===== src/design/sfs_pkg.sv =====
/*
 Package for the frame status queue: register offsets, field positions,
 reset values and sizes shared by the design and its bench.
 Assumes a classic Wishbone slave with 32-bit data, one register a word.
*/
package sfs_pkg;
   // byte offsets of the register words
   localparam logic [7:0] SFS_ADDR_EXT_STATUS    = 8'h00;
   localparam logic [7:0] SFS_ADDR_RX_COND       = 8'h04;
   localparam logic [7:0] SFS_ADDR_VECTOR        = 8'h08;
   localparam logic [7:0] SFS_ADDR_PENDING       = 8'h0c;
   localparam logic [7:0] SFS_ADDR_EXT_IMAGE     = 8'h10;
   localparam logic [7:0] SFS_ADDR_RX_COND_IMAGE = 8'h14;
   localparam logic [7:0] SFS_ADDR_CNT_LOW       = 8'h18;
   localparam logic [7:0] SFS_ADDR_CNT_HIGH      = 8'h1c;
   localparam logic [7:0] SFS_ADDR_FEATURE       = 8'h3c;
   localparam logic [7:0] SFS_ADDR_INT_MODE      = 8'h40;
   localparam logic [7:0] SFS_ADDR_COMMAND       = 8'h44;
   // field positions
   localparam int SFS_FEAT_EN_BIT   = 2;
   localparam int SFS_AVAIL_BIT     = 6;
   localparam int SFS_OVFL_BIT      = 7;
   localparam int SFS_MODE_LO_BIT   = 3;
   localparam int SFS_MODE_HI_BIT   = 4;
   localparam int SFS_RES_LSB       = 1;
   localparam int SFS_OVR_BIT       = 5;
   localparam int SFS_CRC_BIT       = 6;
   localparam int SFS_EOF_BIT       = 7;
   localparam int SFS_SENT_BIT      = 0;
   localparam int SFS_PAR_BIT       = 4;
   localparam int SFS_CMD_ERR_BIT   = 0;
   localparam int SFS_CMD_IUS_BIT   = 1;
   // sizes
   localparam int SFS_DEPTH         = 10;
   localparam int SFS_CNT_W         = 14;
   localparam int SFS_STAT_W        = 5;
   localparam int SFS_CNT_LOW_W     = 8;
   localparam logic [31:0] SFS_ZERO = 32'h0000_0000;
endpackage : sfs_pkg


===== src/design/sfs_frame_status_fifo.sv =====
/*
 Frame status queue for a bit-oriented receiver channel with a classic
 Wishbone register slave. Assumes the receiver supplies single-cycle
 event pulses and live status levels on core_clk.
*/
// Chosen here: the Wishbone slave port and the address map.
//
// Summary of operation
// - ten entries of count plus five status
// - count registers live only when queue enabled
// - closing flag pushes entry, resets crc checker
// - push while ten held is overflow
// - abort pushes count, clears byte counter
// - queue needs enable bit and bit-oriented mode
// - pointers clear when disabled or reset
// - upper four slots mirror lower four
// - readback bit shows queue enable
// - reads give head; condition read pops
// - empty queue gives live condition status
// - data-available bit set when not empty
// - only residue, overrun, crc are queued
// - empty condition read never underflows
// - high read latches available, steers mux
// - frame end advances write pointer
// - push while full sets overflow flag
// - overflow clears on enable off then on
// - anti-lock: frame-end char raises data vector
// - overrun or parity locks until error reset
`timescale 1ns/1ps
module sfs_frame_status_fifo
   import sfs_pkg::*;
#(
   parameter int DEPTH = SFS_DEPTH,
   parameter int CNT_W = SFS_CNT_W
)(
   input  wire logic        core_clk,
   input  wire logic        sys_rst,
   input  wire logic        clkEn,
   input  wire logic        wb_cyc_i,
   input  wire logic        wb_stb_i,
   input  wire logic        wb_we_i,
   input  wire logic [7:0]  wb_adr_i,
   input  wire logic [3:0]  wb_sel_i,
   input  wire logic [31:0] wb_dat_i,
   output logic      [31:0] wb_dat_o,
   output logic             wb_ack_o,
   input  wire logic        bitSyncMode,
   input  wire logic        rxByteDone,
   input  wire logic        frameEnd,
   input  wire logic        frameAbort,
   input  wire logic [2:0]  rxResidue,
   input  wire logic        rxOverrun,
   input  wire logic        rxCrcError,
   input  wire logic        rxAllSent,
   input  wire logic        rxParity,
   input  wire logic        rxEndOfFrame,
   input  wire logic [7:0]  extStatus,
   input  wire logic [7:0]  vectorValue,
   input  wire logic [7:0]  pendingValue,
   input  wire logic        headCharEof,
   input  wire logic        headCharErr,
   input  wire logic        headCharRead,
   output logic             crcReset,
   output logic             rxDataVectorIrq,
   output logic             specialRxIrq,
   output logic             rxFifoLocked,
   output logic             topServiceClear
);
   // the level counts up to DEPTH, so it is sized for DEPTH + 1 values to show full
   localparam int ENT_W = CNT_W + SFS_STAT_W;
   localparam int PTR_W = $clog2(DEPTH);
   localparam int LVL_W = $clog2(DEPTH + 1);
   localparam logic [PTR_W-1:0] PTR_LAST = PTR_W'(DEPTH - 1);
   localparam logic [LVL_W-1:0] LVL_FULL = LVL_W'(DEPTH);
   // entry layout: byte count on top, then residue, overrun, crc error
   localparam int ENT_CRC = 0;
   localparam int ENT_OVR = 1;
   localparam int ENT_RES = 2;
   localparam int ENT_CNT = SFS_STAT_W;

   //------------------------------------------------------------
   // storage and control state
   //------------------------------------------------------------
   // one word per frame, so the host can check frames long after
   logic [ENT_W-1:0] entryMem [DEPTH];
   logic [PTR_W-1:0] wrPtr_reg;
   logic [PTR_W-1:0] rdPtr_reg;
   logic [LVL_W-1:0] level_reg;
   logic [CNT_W-1:0] byteCnt_reg;
   logic             featEn_reg;
   logic [1:0]       intMode_reg;
   logic             ovfl_reg;
   logic             useLive_reg;
   logic             lockErr_reg;

   logic             qActive;
   logic             qEmpty;
   logic             qFull;
   logic             push;
   logic             pop;
   logic             pushOk;
   logic             lockSet;
   logic             busReq;
   logic             rdReq;
   logic             wrReq;
   logic [ENT_W-1:0] headEntry;
   logic [7:0]       liveCond;
   logic [7:0]       condView;
   logic [7:0]       cntLowView;
   logic [7:0]       cntHighView;
   logic [7:0]       featView;
   logic [31:0]      rdData_next;
   logic             antiLock;

   //------------------------------------------------------------
   // queue status
   //------------------------------------------------------------
   // the queue only runs in bit-oriented mode with the enable set
   assign qActive   = featEn_reg & bitSyncMode;
   assign qEmpty    = (level_reg == '0);
   assign qFull     = (level_reg == LVL_FULL);
   assign push      = clkEn & qActive & (frameEnd | frameAbort);
   // a push into a full queue is dropped and only raises the overflow
   assign pushOk    = push & ~qFull;
   // masking the ack cycle makes a held request count only once
   assign busReq    = wb_cyc_i & wb_stb_i & ~wb_ack_o;
   assign rdReq     = clkEn & busReq & ~wb_we_i;
   assign wrReq     = clkEn & busReq & wb_we_i;
   // an empty queue is never popped, so repeated reads are harmless
   assign pop       = rdReq & (wb_adr_i == SFS_ADDR_RX_COND
                      | wb_adr_i == SFS_ADDR_RX_COND_IMAGE)
                      & qActive & ~qEmpty & ~useLive_reg;
   assign headEntry = entryMem[rdPtr_reg];
   assign antiLock  = qActive & intMode_reg[1] & intMode_reg[0];
   // outside the anti-lock mode a frame-end character locks the data
   // path as well, until software issues the error reset
   assign lockSet   = headCharRead
                      & (headCharErr | (headCharEof & ~antiLock));

   //------------------------------------------------------------
   // byte counter
   //------------------------------------------------------------
   // counts data bytes of the open frame; restarts after each push
   // a byte pulse in the closing cycle is lost along with that frame;
   // the count wraps at its width, so very long frames report modulo
   always_ff @(posedge core_clk) begin
      if (sys_rst) begin
         byteCnt_reg <= '0;
      end else if (clkEn) begin
         if (frameEnd | frameAbort) begin
            byteCnt_reg <= '0;
         end else if (rxByteDone) begin
            byteCnt_reg <= byteCnt_reg + 1'b1;
         end
      end
   end

   //------------------------------------------------------------
   // entry storage
   //------------------------------------------------------------
   // a push into a full queue writes nothing, keeping older frames;
   // the memory has no reset since level_reg says which words count
   always_ff @(posedge core_clk) begin
      if (pushOk) begin
         entryMem[wrPtr_reg] <= {byteCnt_reg, rxResidue,
                                 rxOverrun, rxCrcError};
      end
   end

   //------------------------------------------------------------
   // pointers and level
   //------------------------------------------------------------
   // a disabled queue forgets its contents; clearing under clkEn keeps
   // the whole block frozen while the enable is low
   // the depth need not be a power of two, so pointers wrap by compare
   always_ff @(posedge core_clk) begin
      if (sys_rst) begin
         wrPtr_reg <= '0;
         rdPtr_reg <= '0;
         level_reg <= '0;
      end else if (clkEn) begin
         if (!qActive) begin
            wrPtr_reg <= '0;
            rdPtr_reg <= '0;
            level_reg <= '0;
         end else begin
            if (pushOk) begin
               wrPtr_reg <= (wrPtr_reg == PTR_LAST) ? '0 : wrPtr_reg + 1'b1;
            end
            if (pop) begin
               rdPtr_reg <= (rdPtr_reg == PTR_LAST) ? '0 : rdPtr_reg + 1'b1;
            end
            // a pop and a push in one cycle leave the level as it is
            if (pushOk & ~pop) begin
               level_reg <= level_reg + 1'b1;
            end else if (pop & ~pushOk) begin
               level_reg <= level_reg - 1'b1;
            end
         end
      end
   end

   //------------------------------------------------------------
   // overflow flag
   //------------------------------------------------------------
   // only reset or an enable cycle clears it; bus reads leave it alone
   // a dropped push is the only event that sets it
   always_ff @(posedge core_clk) begin
      if (sys_rst || !featEn_reg) begin
         ovfl_reg <= 1'b0;
      end else if (push & qFull) begin
         ovfl_reg <= 1'b1;
      end
   end

   //------------------------------------------------------------
   // high-count read latch and mux steering
   //------------------------------------------------------------
   // the latch freezes the view so a push between the high read and
   // the condition read cannot make the popped status mismatch
   always_ff @(posedge core_clk) begin
      if (sys_rst) begin
         useLive_reg <= 1'b0;
      end else if (clkEn) begin
         if (!qActive) begin
            useLive_reg <= 1'b0;
         end else if (rdReq && wb_adr_i == SFS_ADDR_CNT_HIGH) begin
            // holds the empty state that this high read reported
            useLive_reg <= qEmpty;
         end else if (rdReq && (wb_adr_i == SFS_ADDR_RX_COND
                      || wb_adr_i == SFS_ADDR_RX_COND_IMAGE)) begin
            useLive_reg <= 1'b0;
         end
      end
   end

   //------------------------------------------------------------
   // control registers
   //------------------------------------------------------------
   // every field sits in byte lane 0, so other lanes write nothing;
   // writing the enable to 0 is also how software clears the overflow
   always_ff @(posedge core_clk) begin
      if (sys_rst) begin
         featEn_reg  <= 1'b0;
         intMode_reg <= 2'h0;
      end else if (wrReq && wb_sel_i[0]) begin
         if (wb_adr_i == SFS_ADDR_FEATURE) begin
            featEn_reg <= wb_dat_i[SFS_FEAT_EN_BIT];
         end else if (wb_adr_i == SFS_ADDR_INT_MODE) begin
            intMode_reg <= {wb_dat_i[SFS_MODE_HI_BIT],
                            wb_dat_i[SFS_MODE_LO_BIT]};
         end
      end
   end

   //------------------------------------------------------------
   // receive data lock and interrupt pulses
   //------------------------------------------------------------
   // a locking character wins over a same-cycle error reset; the lock
   // then holds until software issues the error reset
   always_ff @(posedge core_clk) begin
      if (sys_rst) begin
         lockErr_reg <= 1'b0;
      end else if (clkEn) begin
         if (lockSet) begin
            lockErr_reg <= 1'b1;
         end else if (wrReq && wb_sel_i[0]
                      && wb_adr_i == SFS_ADDR_COMMAND
                      && wb_dat_i[SFS_CMD_ERR_BIT]) begin
            lockErr_reg <= 1'b0;
         end
      end
   end

   // every output is registered so the host never sees a glitch
   always_ff @(posedge core_clk) begin
      if (sys_rst) begin
         rxDataVectorIrq <= 1'b0;
         specialRxIrq    <= 1'b0;
         rxFifoLocked    <= 1'b0;
         topServiceClear <= 1'b0;
         crcReset        <= 1'b0;
      end else if (clkEn) begin
         // in anti-lock mode a frame-end char at head gives the data vector, no lock
         rxDataVectorIrq <= antiLock & headCharEof & ~headCharErr;
         specialRxIrq    <= headCharRead & headCharErr;
         rxFifoLocked    <= lockErr_reg | lockSet;
         topServiceClear <= wrReq && wb_sel_i[0]
                            && wb_adr_i == SFS_ADDR_COMMAND
                            && wb_dat_i[SFS_CMD_IUS_BIT];
         // only a closing flag restarts the checker; an abort hunts anyway
         crcReset        <= frameEnd;
      end
   end

   //------------------------------------------------------------
   // read views
   //------------------------------------------------------------
   // live condition image; the bypass bits always come from here
   always_comb begin
      liveCond = 8'h00;
      liveCond[SFS_SENT_BIT]                 = rxAllSent;
      liveCond[SFS_PAR_BIT]                  = rxParity;
      liveCond[SFS_EOF_BIT]                  = rxEndOfFrame;
      liveCond[SFS_RES_LSB +: 3]             = rxResidue;
      liveCond[SFS_OVR_BIT]                  = rxOverrun;
      liveCond[SFS_CRC_BIT]                  = rxCrcError;
      condView = liveCond;
      // queued bits come from the head; the rest always bypass
      if (qActive && !qEmpty && !useLive_reg) begin
         condView[SFS_RES_LSB +: 3] = headEntry[ENT_RES +: 3];
         condView[SFS_OVR_BIT]      = headEntry[ENT_OVR];
         condView[SFS_CRC_BIT]      = headEntry[ENT_CRC];
      end
   end

   assign cntLowView  = headEntry[ENT_CNT +: SFS_CNT_LOW_W];
   always_comb begin
      cntHighView = 8'h00;
      cntHighView[CNT_W-SFS_CNT_LOW_W-1:0] =
         headEntry[ENT_W-1 : ENT_CNT+SFS_CNT_LOW_W];
      cntHighView[SFS_AVAIL_BIT] = ~qEmpty;
      cntHighView[SFS_OVFL_BIT]  = ovfl_reg;
      featView = 8'h00;
      featView[SFS_FEAT_EN_BIT] = featEn_reg;
   end

   //------------------------------------------------------------
   // bus read decode
   //------------------------------------------------------------
   // decoded from the held address; rdReq decides if it is taken
   always_comb begin
      rdData_next = SFS_ZERO;
      if (wb_adr_i == SFS_ADDR_EXT_STATUS
          || wb_adr_i == SFS_ADDR_EXT_IMAGE) begin
         rdData_next[7:0] = extStatus;
      end else if (wb_adr_i == SFS_ADDR_RX_COND
                   || wb_adr_i == SFS_ADDR_RX_COND_IMAGE) begin
         rdData_next[7:0] = condView;
      end else if (wb_adr_i == SFS_ADDR_VECTOR) begin
         rdData_next[7:0] = vectorValue;
      end else if (wb_adr_i == SFS_ADDR_PENDING) begin
         rdData_next[7:0] = pendingValue;
      end else if (wb_adr_i == SFS_ADDR_CNT_LOW) begin
         // count slots mirror the lower ones unless the queue runs
         rdData_next[7:0] = qActive ? cntLowView : vectorValue;
      end else if (wb_adr_i == SFS_ADDR_CNT_HIGH) begin
         rdData_next[7:0] = qActive ? cntHighView : pendingValue;
      end else if (wb_adr_i == SFS_ADDR_FEATURE) begin
         rdData_next[7:0] = featView;
      end else if (wb_adr_i == SFS_ADDR_INT_MODE) begin
         // the mode bits read back at the positions they were written
         rdData_next[SFS_MODE_LO_BIT] = intMode_reg[0];
         rdData_next[SFS_MODE_HI_BIT] = intMode_reg[1];
      end
   end

   //------------------------------------------------------------
   // wishbone answer
   //------------------------------------------------------------
   // one-cycle ack; unmapped addresses answer with zero data
   // read data stands until the next read, so a slow master still has it
   always_ff @(posedge core_clk) begin
      if (sys_rst) begin
         wb_ack_o <= 1'b0;
         wb_dat_o <= SFS_ZERO;
      end else if (clkEn) begin
         wb_ack_o <= busReq;
         if (rdReq) begin
            wb_dat_o <= rdData_next;
         end
      end
   end
endmodule : sfs_frame_status_fifo


===== config.mk =====
export PLATFORM = sky130hd
export DESIGN_NAME = sfs_frame_status_fifo
export DESIGN_NICKNAME = d
export VERILOG_FILES = /design/src/design/sfs_pkg.sv /design/src/design/sfs_frame_status_fifo.sv
export SDC_FILE = /design/constraint.sdc
export NUM_CORES = 1
export LEC_CHECK = 0
export BUFFER_PORTS_ARGS = -buffer_cell sky130_fd_sc_hd__buf_2
export CORE_UTILIZATION = 52
export CTS_CLUSTER_SIZE = 20
export DETAILED_ROUTE_END_ITERATION = 6
export GPL_TIMING_DRIVEN = 0
export PLACE_DENSITY_LB_ADDON = 0.05
export SKIP_CTS_REPAIR_TIMING = 1
export SLEW_MARGIN = 40
export SYNTH_ARGS = -nofsm -noshare
export SYNTH_HDL_FRONTEND = slang
export SYNTH_SLANG_ARGS = --single-unit

===== constraint.sdc =====
create_clock -name core_clk -period 3.4 [get_ports core_clk]
set_clock_uncertainty 0.1 [all_clocks]
set_input_delay 0.17 -clock core_clk [delete_from_list [all_inputs] [get_ports core_clk]]
set_output_delay 0.17 -clock core_clk [all_outputs]
set_load 0.01 [all_outputs]

==> results.toml, run 1 <==
[global_route]
gr-total-overflow = 0
grt_pass1_vias = 6682
grt_pass1_wl_mm = 40.60
grt_usage_pct = 27.29
grt_max_degree = 16
antenna_found_initial = 0

[drt]
drt_first_pass_iters = 5
viasPerCell = 5.748
wl_per_cell_um = 22.71
wirelength_mm = 27.50
vias = 6961
dr.first_iter.drc_count = 701
drc_errors = 0
ant_nets = 0

[sta]
post-route-min-period_ns = 3.270
period_share_pct = 96.19
hold_viol = 4
holdWs_ns = -0.04527
setup_viol = 0
relSlewSlack_pct = 47.78
tightest_slew_ns = 0.7773
drv_slew = 0
tns_ns = 0
maxClockFrequency_ghz = 0.3058
rsz0062_at_grt = "false"

[critical_path]
setup.worst_path.end_class = "flip-flop"
worstPathRequired_ns = 3.69
worst-path-stages = 8
cp_max_fo = 10
slowest_stage = "clkbuf_1"
crit_buf_inv = 3
r2r_cells = 8
critPathArrivalTime_ns = 3.56
path_delay_family = "buffers and inverters"
path_cells = "clkbuf_1 -> buf_1 -> clkbuf_2 -> mux4_2 -> mux2i_1 -> nor2_1 -> a211oi_1 -> o22ai_1"
startpoint_type = "flip-flop"
slowest_delay_ns = 0.59
crit_type = "flip-flop to flip-flop"

[clock_tree]
cts_tree = "built"
insertion_delay_ns = 0.52
clkTransAtPathRegs_ns = 0.06
htree_levels = 1
numCtsBuffers = 25
clockRootBuffer = "clkbuf_16"
cts_max_path_buffers = 3
cts.sinks = 240

[logic_synthesis]
synth_area_leaders = "edfxtp_1 55%, dfxtp_1 9.6%, mux4_2 8.7%, mux2i_1 3.9%, nor2_1 2.1%"
synth-edff-count = 190
synth_ff_type = "edfxtp_1"
netlist_instances = 736
ys_ff_latch = 240
yosysWarnings = 0
seq_area_frac_synth_pct = 64.46
synth_top_area_share_pct = 54.84
synth_cell_types = 66
netlist_area_sq_mm = 0.01040
synth_top_cell_by_area = "edfxtp_1"
async_flop_share_pct = 0
synth_area_per_cell_sq_um = 14.14

[floorplan]
placementRows = 51
die_h_um = 143.4
die_w_um = 143.4
dieArea_sq_mm = 0.02058
core_sq_mm = 0.01953
initial_utilization_pct = 53.28
io_pins = 127

[status]
failed_checks = "negative hold slack"
status = "finished, violations left"

[worst_hold_path]
hold_depth = 4
worstHoldPathType = "primary input to flip-flop"

[place]
routabilityCongestion = 0.9215
io_buffer_count = 70
dpl.hpwl_mm = 20.30
place_inst = 1137

[final_layout]
nets = 1022
drive_above_1_share_pct = 26.64
instances_no_fill = 1211
largest_reg_flops = 190
n_antenna_cell = 0
area_growth_pct = 21.12
fin_util_pct = 64.53

[power_and_ir_drop]
p_leak_nw = 4.411
power.density_mw_per_mm2 = 475.4
vdd_drop_max_mv = 0.4296

[run]
max-cap-violations = 0
==> cells in the mapped netlist (6+ instances only) <==
cell type    n
a211oi_1     6
a21oi_1     38
mux2i_1     41
clkbuf_1    25
and3_1       8
nor2_1      58
mux4_2      40
or3_1       10
o21ai_0     22
nand3_1     24
xor2_1      10
nand2_1     36
nor4_1      11
inv_1       11
dfxtp_1     50
buf_2        9
nand2b_1     8
edfxtp_1   190
nor3_1      15
buf_4       24
buf_1        6
==> cell usage in the layout (no fill, tap or decap), drive strengths merged, types with 6 or more instances in the layout <==
cell / count
a211oi: 6
nand2b: 8
nor4: 11
a21oi: 38
nor3: 16
nand2: 36
inv: 12
mux2i: 41
conb: 24
dlygate4sd3: 28
mux4: 40
o21ai: 23
edfxtp: 190
dfxtp: 50
xor2: 10
clkbuf: 60
buf: 151
and3: 8
nor2: 58
or4: 6
clkinv: 9
nand3: 24
or3: 10
==> routing by layer <==
metal	vias up	wire length, um	GRT usage [%]
met3	34	1381	2.899
met2	256	13200	45.32
met5	-	0	0
met1	3477	12310	38.25
met4	0	610	7.951
li1	3194	-	-
==> cells by family (layout without fill, tap and decap cells) <==
family / count (synthesis) / count (layout) / share of synthesized area [%]
AO/OA/AOI/OAI: 111 / 111 / 6.807
flip-flops: 240 / 240 / 64.46
AND/OR/NAND/NOR: 205 / 205 / 10.16
XOR/XNOR: 13 / 13 / 1.094
buffers and inverters: 76 / 263 / 3.716
multiplexers: 84 / 84 / 12.93
other: 1 / 24 / 0.03604
adder cells (fa/ha/maj): 6 / 6 / 0.7938
==> final timing paths <==
kind	from	endpoint	slack [ns]
max	flip-flop	wb_dat_o[7]	0.13
min	extStatus[0]	wb_dat_o[0]	-0.05
max reg2reg	flip-flop	wb_dat_o[7]	0.13
min reg2reg	rxDataVectorIrq	rxDataVectorIrq	0.39
==> layout make-up <==
class                   instances  area [sq um]
clock inverters                12         116.4
plain buffers                  64         345.3
repair buffers                141         895.9
fillers                      1487          6925
inverters                      12         45.04
well taps                     265         331.6
multi-input cells             443          3481
flip-flops and latches        240          6706
clock buffers                  34         679.4
==> where the power goes <==
group	switching, W	internal, W	total, W
Clock	0.00109	0.00155	0.00264
Sequential	0.00000322	0.00314	0.00314
Combinational	0.000118	0.0000903	0.000209
Total	0.00121	0.00478	0.00599
==> stage by stage <==
stage	worst slack [ns]	power, W	hold WS, ns	area, sq um
global route	0.009070	0.006143	0.001676	12600
finish	0.1296	0.005990	-0.04527	12600
detailed placement	-0.1709	0.003383	0.3310	11510
floorplan	-0.07474	0.003299	0.1689	10500
global placement	-2.862	0.003381	0.3171	11180
CTS	-0.1976	0.006004	-0.1977	12300
==> tightest hold or removal path, stage by stage <==
cell and delay (ns):
buf_2 0.07, nand3_1 0.05, a21oi_1 0.15, a31o_2 0.11
(Power assumes the default switching activity.)
==> run 2: changes to the inputs <==
RECOVER_POWER = 25   (was not set)
==> run 2 against run 1 <==
The flow still finishes with violations (negative hold slack). Global-route usage did not move. Combinational power hardly changed. Total power is essentially flat. Maximum frequency shrank 0.36%. Non-clock buffer count is the same. Critical path depth did not move. Core utilization is essentially flat. Final area is essentially flat. Setup slack got worse by 0.012 ns. First-iteration DRC count decreased by 6.7%. Final cell count is the same. Register-to-register slack barely moved. Largest cell class unchanged. Largest power group unchanged.
==> results.toml, run 2 (synthesis gave the netlist of run 1 again) <==
[sta]
tightest_slew_ns = 0.8021
rsz0062_at_grt = "false"
post-route-min-period_ns = 3.282
relSlewSlack_pct = 46.52
setup_viol = 0
drv_slew = 0
tns_ns = 0
hold_viol = 4
holdWs_ns = -0.04533
maxClockFrequency_ghz = 0.3047
finalWorstSetupSlack_ns = 0.1178
period_share_pct = 96.54

[critical_path]
crit_buf_inv = 3
startpoint_type = "flip-flop"
path_cells = "clkbuf_1 -> buf_1 -> clkbuf_2 -> mux4_2 -> mux2i_1 -> nor2_1 -> a211oi_1 -> o22ai_1"
worstPathRequired_ns = 3.69
r2r_setup_slack_ns = 0.12
critPathArrivalTime_ns = 3.57
reg2reg_to = "wb_dat_o[7]"
path_delay_family = "buffers and inverters"
r2r_cells = 8
setup.worst_path.end_class = "flip-flop"
crit_type = "flip-flop to flip-flop"
cp_max_fo = 10
slowest_stage = "clkbuf_1"
slowest_delay_ns = 0.60

[final_layout]
mostFrequentLayoutCells = "190 x edfxtp_1, 106 x buf_2, 57 x nor2_1, 50 x dfxtp_1, 41 x mux2i_1"
regArea_sq_mm = 0.006706
largest_reg_flops = 190
final_common_cell = "edfxtp_1"
nets = 1022
multiInputGateArea_sq_mm = 0.003481
n_antenna_cell = 0
drive_above_1_share_pct = 26.11
area_growth_pct = 21.06
final.fill_count = 1490

[power_and_ir_drop]
clockPowerShare_pct = 44.1
power.density_mw_per_mm2 = 475.3
vdd_drop_max_mv = 0.4297
seqPwrFrac_pct = 52.5
p_leak_nw = 4.397
switchingPower_w = 0.001206
switching_share_pct = 20.15
p_int_w = 0.004780
pwr-share-comb_pct = 3.5

[place]
routabilityCongestion = 0.9215
io_buffer_count = 70
dpl.hpwl_mm = 20.30
place_ws_ns = -0.1709

[drt]
ant_nets = 0
wirelength_mm = 27.36
vias = 6952
drt_first_pass_iters = 5
dr.first_iter.drc_count = 654
viasPerCell = 5.741
wl_per_cell_um = 22.59
drc_errors = 0

[status]
failed_checks = "negative hold slack"
status = "finished, violations left"

[global_route]
grt_max_degree = 16
grt_pass1_wl_mm = 40.60
gr-total-overflow = 0
grt_usage_pct = 27.29
grt_pass1_vias = 6682
antenna_found_initial = 0

[worst_hold_path]
worstHoldPathType = "primary input to flip-flop"
hp-start = "extStatus[0]"
hold_depth = 4
holdPathEnd = "wb_dat_o[0]"

[clock_tree]
clockRootBuffer = "clkbuf_16"
insertion_delay_ns = 0.52
htree_levels = 1
cts_tree = "built"
cts.sinks = 240
clkTransAtPathRegs_ns = 0.06
numCtsBuffers = 25
cts_max_path_buffers = 3

[floorplan]
io_pins = 127
core_sq_mm = 0.01953
dieArea_sq_mm = 0.02058
initial_utilization_pct = 53.28
placementRows = 51
die_h_um = 143.4
die_w_um = 143.4

[run]
max-cap-violations = 0
run 2: power groups by stage:
stage	clock [W]	sequential [W]	combinational (W)
2_1_floorplan	0	0.00320	0.0000945
3_3_place_gp	0	0.00320	0.000178
3_5_place_dp	0	0.00320	0.000180
4_1_cts	0.00268	0.00314	0.000181
5_1_grt	0.00278	0.00314	0.000225
6_report	0.00264	0.00314	0.000207
run 2: final cells by class:
class                      count  area share [%]
clock buffer                  34           5.394
multi-input combinational    443           27.64
sequential                   240           53.25
buffer                        64           2.742
timing repair buffer         141           7.063
tap                          265           2.633
clock inverter                12          0.9239
inverter                      12          0.3576
run 2: metal layers:
metal,wire (um),global-route usage (%)
met1,12020,38.25
met4,719,7.951
met2,13100,45.32
met3,1516,2.899
met5,0,0
run 2: metrics by stage:
stage          instance area (sq um)  util (%)  std cells  power (W)  hold WS [ns]
3_5_place_dp                   11510     58.93       1137   0.003383        0.3310
5_1_grt                        12590     64.50       1211   0.006143      0.001676
4_1_cts                        12300     63.01       1183   0.006004       -0.1977
6_report                       12590     64.50       1211   0.005987      -0.04533
3_3_place_gp                   11180     57.25       1094   0.003381        0.3171
2_1_floorplan                  10500         -        759   0.003299        0.1689
run 2: how the worst max path moves through the flow:
| stage | to | cells past startpoint | slack (ns) | from |
|---|---|---|---|---|
| detailed placement | wb_dat_o[7] | 8 | -0.17 | flip-flop |
| floorplan | entryMem[8][0] | 4 | -0.07 | level_reg[1] |
| finish | wb_dat_o[7] | 8 | 0.12 | flip-flop |
| global route | wb_dat_o[7] | 8 | 0.009 | flip-flop |
| CTS | wb_dat_o[7] | 8 | -0.20 | flip-flop |
| global placement | entryMem[2][2] | 5 | -2.86 | featEn_reg |
run 2: worst reg2reg max path, delay by kind of cell, from the launching register on:
family	cells	cell delay (ns)
flip-flops	1	0.30
multiplexers	2	0.57
buffers and inverters	3	1.59
AND/OR/NAND/NOR	1	0.13
AO/OA/AOI/OAI	2	0.48
==> run 3: changes to the inputs <==
CORE_ASPECT_RATIO = 0.5   (was not set)
CORE_UTILIZATION = 35   (was 52)
==> run 3 against run 2 <==
The flow still finishes with violations (negative hold slack). Sequential cell count unchanged. Die area up 48%. First-iteration DRC count down 2.3%. Non-clock buffer count up 4. Sequential share of layout area down 0.88 points. Critical path type unchanged. Final area up 1.7%. Largest cell class unchanged.
==> results.toml, run 3 (synthesis gave the netlist of run 1 again) <==
[final_layout]
mostFrequentLayoutCells = "190 x edfxtp_1, 105 x buf_2, 57 x nor2_1, 50 x dfxtp_1, 41 x mux2i_1"
n_antenna_cell = 0
final_common_cell = "edfxtp_1"
drive_above_1_share_pct = 27.00
nets = 1025
largest_reg_flops = 190
area_growth_pct = 23.09
fin_util_pct = 43.97
final_area_sq_mm = 0.01281

[global_route]
grt_max_degree = 16
grt_usage_pct = 19.58
gr-total-overflow = 0
grt_pass1_vias = 6667
grt.busiest_layer = "met2"
grt_pass1_wl_mm = 43.33
met1_usage_pct = 29.39
antenna_found_initial = 0
use_met3_pct = 3.211
met2_usage_pct = 30.14

[clock_tree]
cts.sinks = 240
htree_levels = 1
numCtsBuffers = 24
clkTransAtPathRegs_ns = 0.07
insertion_delay_ns = 0.55
cts_tree = "built"
clockRootBuffer = "clkbuf_16"
cts_max_path_buffers = 3

[power_and_ir_drop]
switchingPower_w = 0.001309
vdd_drop_max_mv = 0.3521
switching_share_pct = 21.68
p_leak_nw = 4.416
power.density_mw_per_mm2 = 471.4
p_int_w = 0.004727
clockPowerShare_pct = 44.5
pwr-share-comb_pct = 3.5
seqPwrFrac_pct = 52.0

[sta]
maxClockFrequency_ghz = 0.3163
drv_slew = 0
hold_viol = 3
tns_ns = 0
period_share_pct = 93.00
relSlewSlack_pct = 50.36
post-route-min-period_ns = 3.162
holdWs_ns = -0.04058
tightest_slew_ns = 0.7446
rsz0062_at_grt = "false"
setup_viol = 0
finalWorstSetupSlack_ns = 0.2379

[critical_path]
endpoint = "entryMem[2][6]"
r2r_setup_slack_ns = 0.24
setup.worst_path.end_class = "flip-flop"
reg2reg_to = "entryMem[2][6]"
crit_type = "flip-flop to flip-flop"
startpoint_type = "flip-flop"
r2r_cells = 11
r2r_start = "featEn_reg"
cp_max_fo = 10
worstSetupStartpoint = "featEn_reg"
worstPathRequired_ns = 3.55
critPathArrivalTime_ns = 3.31

[drt]
vias = 6945
viasPerCell = 5.187
dr.first_iter.drc_count = 639
ant_nets = 0
wl_per_cell_um = 22.24
wirelength_mm = 29.78
drt_first_pass_iters = 5
drc_errors = 0

[place]
io_buffer_count = 70
routabilityCongestion = 0.8873
placed_cell_area_sq_mm = 0.01166
place_ws_ns = -0.2126
dpl.hpwl_mm = 21.87

[floorplan]
io_pins = 127
placementRows = 44
die_h_um = 123.9
die_w_um = 245.8
initial_utilization_pct = 35.72
core_sq_mm = 0.02912
dieArea_sq_mm = 0.03046

[status]
failed_checks = "negative hold slack"
status = "finished, violations left"

[run]
max-cap-violations = 0

[worst_hold_path]
worstHoldPathType = "primary input to flip-flop"
==> run 3: cell types whose count changed in the layout (fill, tap and decap cells not counted), moves of 2 or more <==
| cell | change |
|---|---|
| clkinv_1 | -2 |
| clkbuf_4 | +2 |
| nor4_2 | -2 |
| buf_4 | +4 |
| nor4_4 | +2 |
==> run 3: cell type report <==
cell class,count,area (sq um)
Sequential cell,240,6706
Timing Repair Buffer,146,918.4
Multi-Input combinational cell,443,3512
Buffer,63,347.8
Clock buffer,32,640.6
Fill cell,2686,16320
Inverter,12,45.04
Clock inverter,12,146.4
Tap cell,391,489.2
==> run 3: power by group through the flow <==
stage	Combinational, W	Clock, W	Sequential [W]
2_1_floorplan	0.0000945	0	0.00320
3_3_place_gp	0.000186	0	0.00320
3_5_place_dp	0.000187	0	0.00320
4_1_cts	0.000188	0.00276	0.00314
5_1_grt	0.000230	0.00285	0.00314
6_report	0.000211	0.00268	0.00314
==> run 3: per-stage QoR <==
step                hold WS (ns)  power (W)  cells
floorplan                 0.1689   0.003299    759
global placement          0.3083   0.003390   1220
detailed placement        0.3229   0.003391   1263
CTS                      -0.2452   0.006084   1307
global route            0.001130   0.006221   1339
finish                  -0.04058   0.006036   1339
==> run 3: worst min-delay path by stage <==
| stage | startpoint | to | slack (ns) | cells after the start |
|---|---|---|---|---|
| after floorplan | rxCrcError | entryMem[0][0] | 0.17 | 0 |
| after global placement | wb_dat_i[1] | topServiceClear | 0.31 | 3 |
| after detailed placement | wb_dat_i[4] | intMode_reg[1] | 0.32 | 3 |
| after CTS | wb_dat_i[4] | intMode_reg[1] | -0.25 | 3 |
| after global routing | frameAbort | byteCnt_reg[2] | 0.001 | 4 |
| final | extStatus[4] | wb_dat_o[4] | -0.04 | 3 |
==> run 3: layer usage <==
layer,wire (um),part of all wire [%]
met1,14740,49
met2,13230,44
met3,1357,4.6
met4,450,1.5
met5,0,0
==> run 3: critical path, stage by stage (launching register included) <==
cell and delay, ns:
dfxtp_1 0.46, nand2_2 0.15, buf_2 0.24, nor3_2 0.31, nand2_1 0.18, nor4_4 0.25
buf_4 0.18, buf_2 0.20, buf_2 0.22, buf_2 0.20, buf_2 0.19, buf_2 0.18
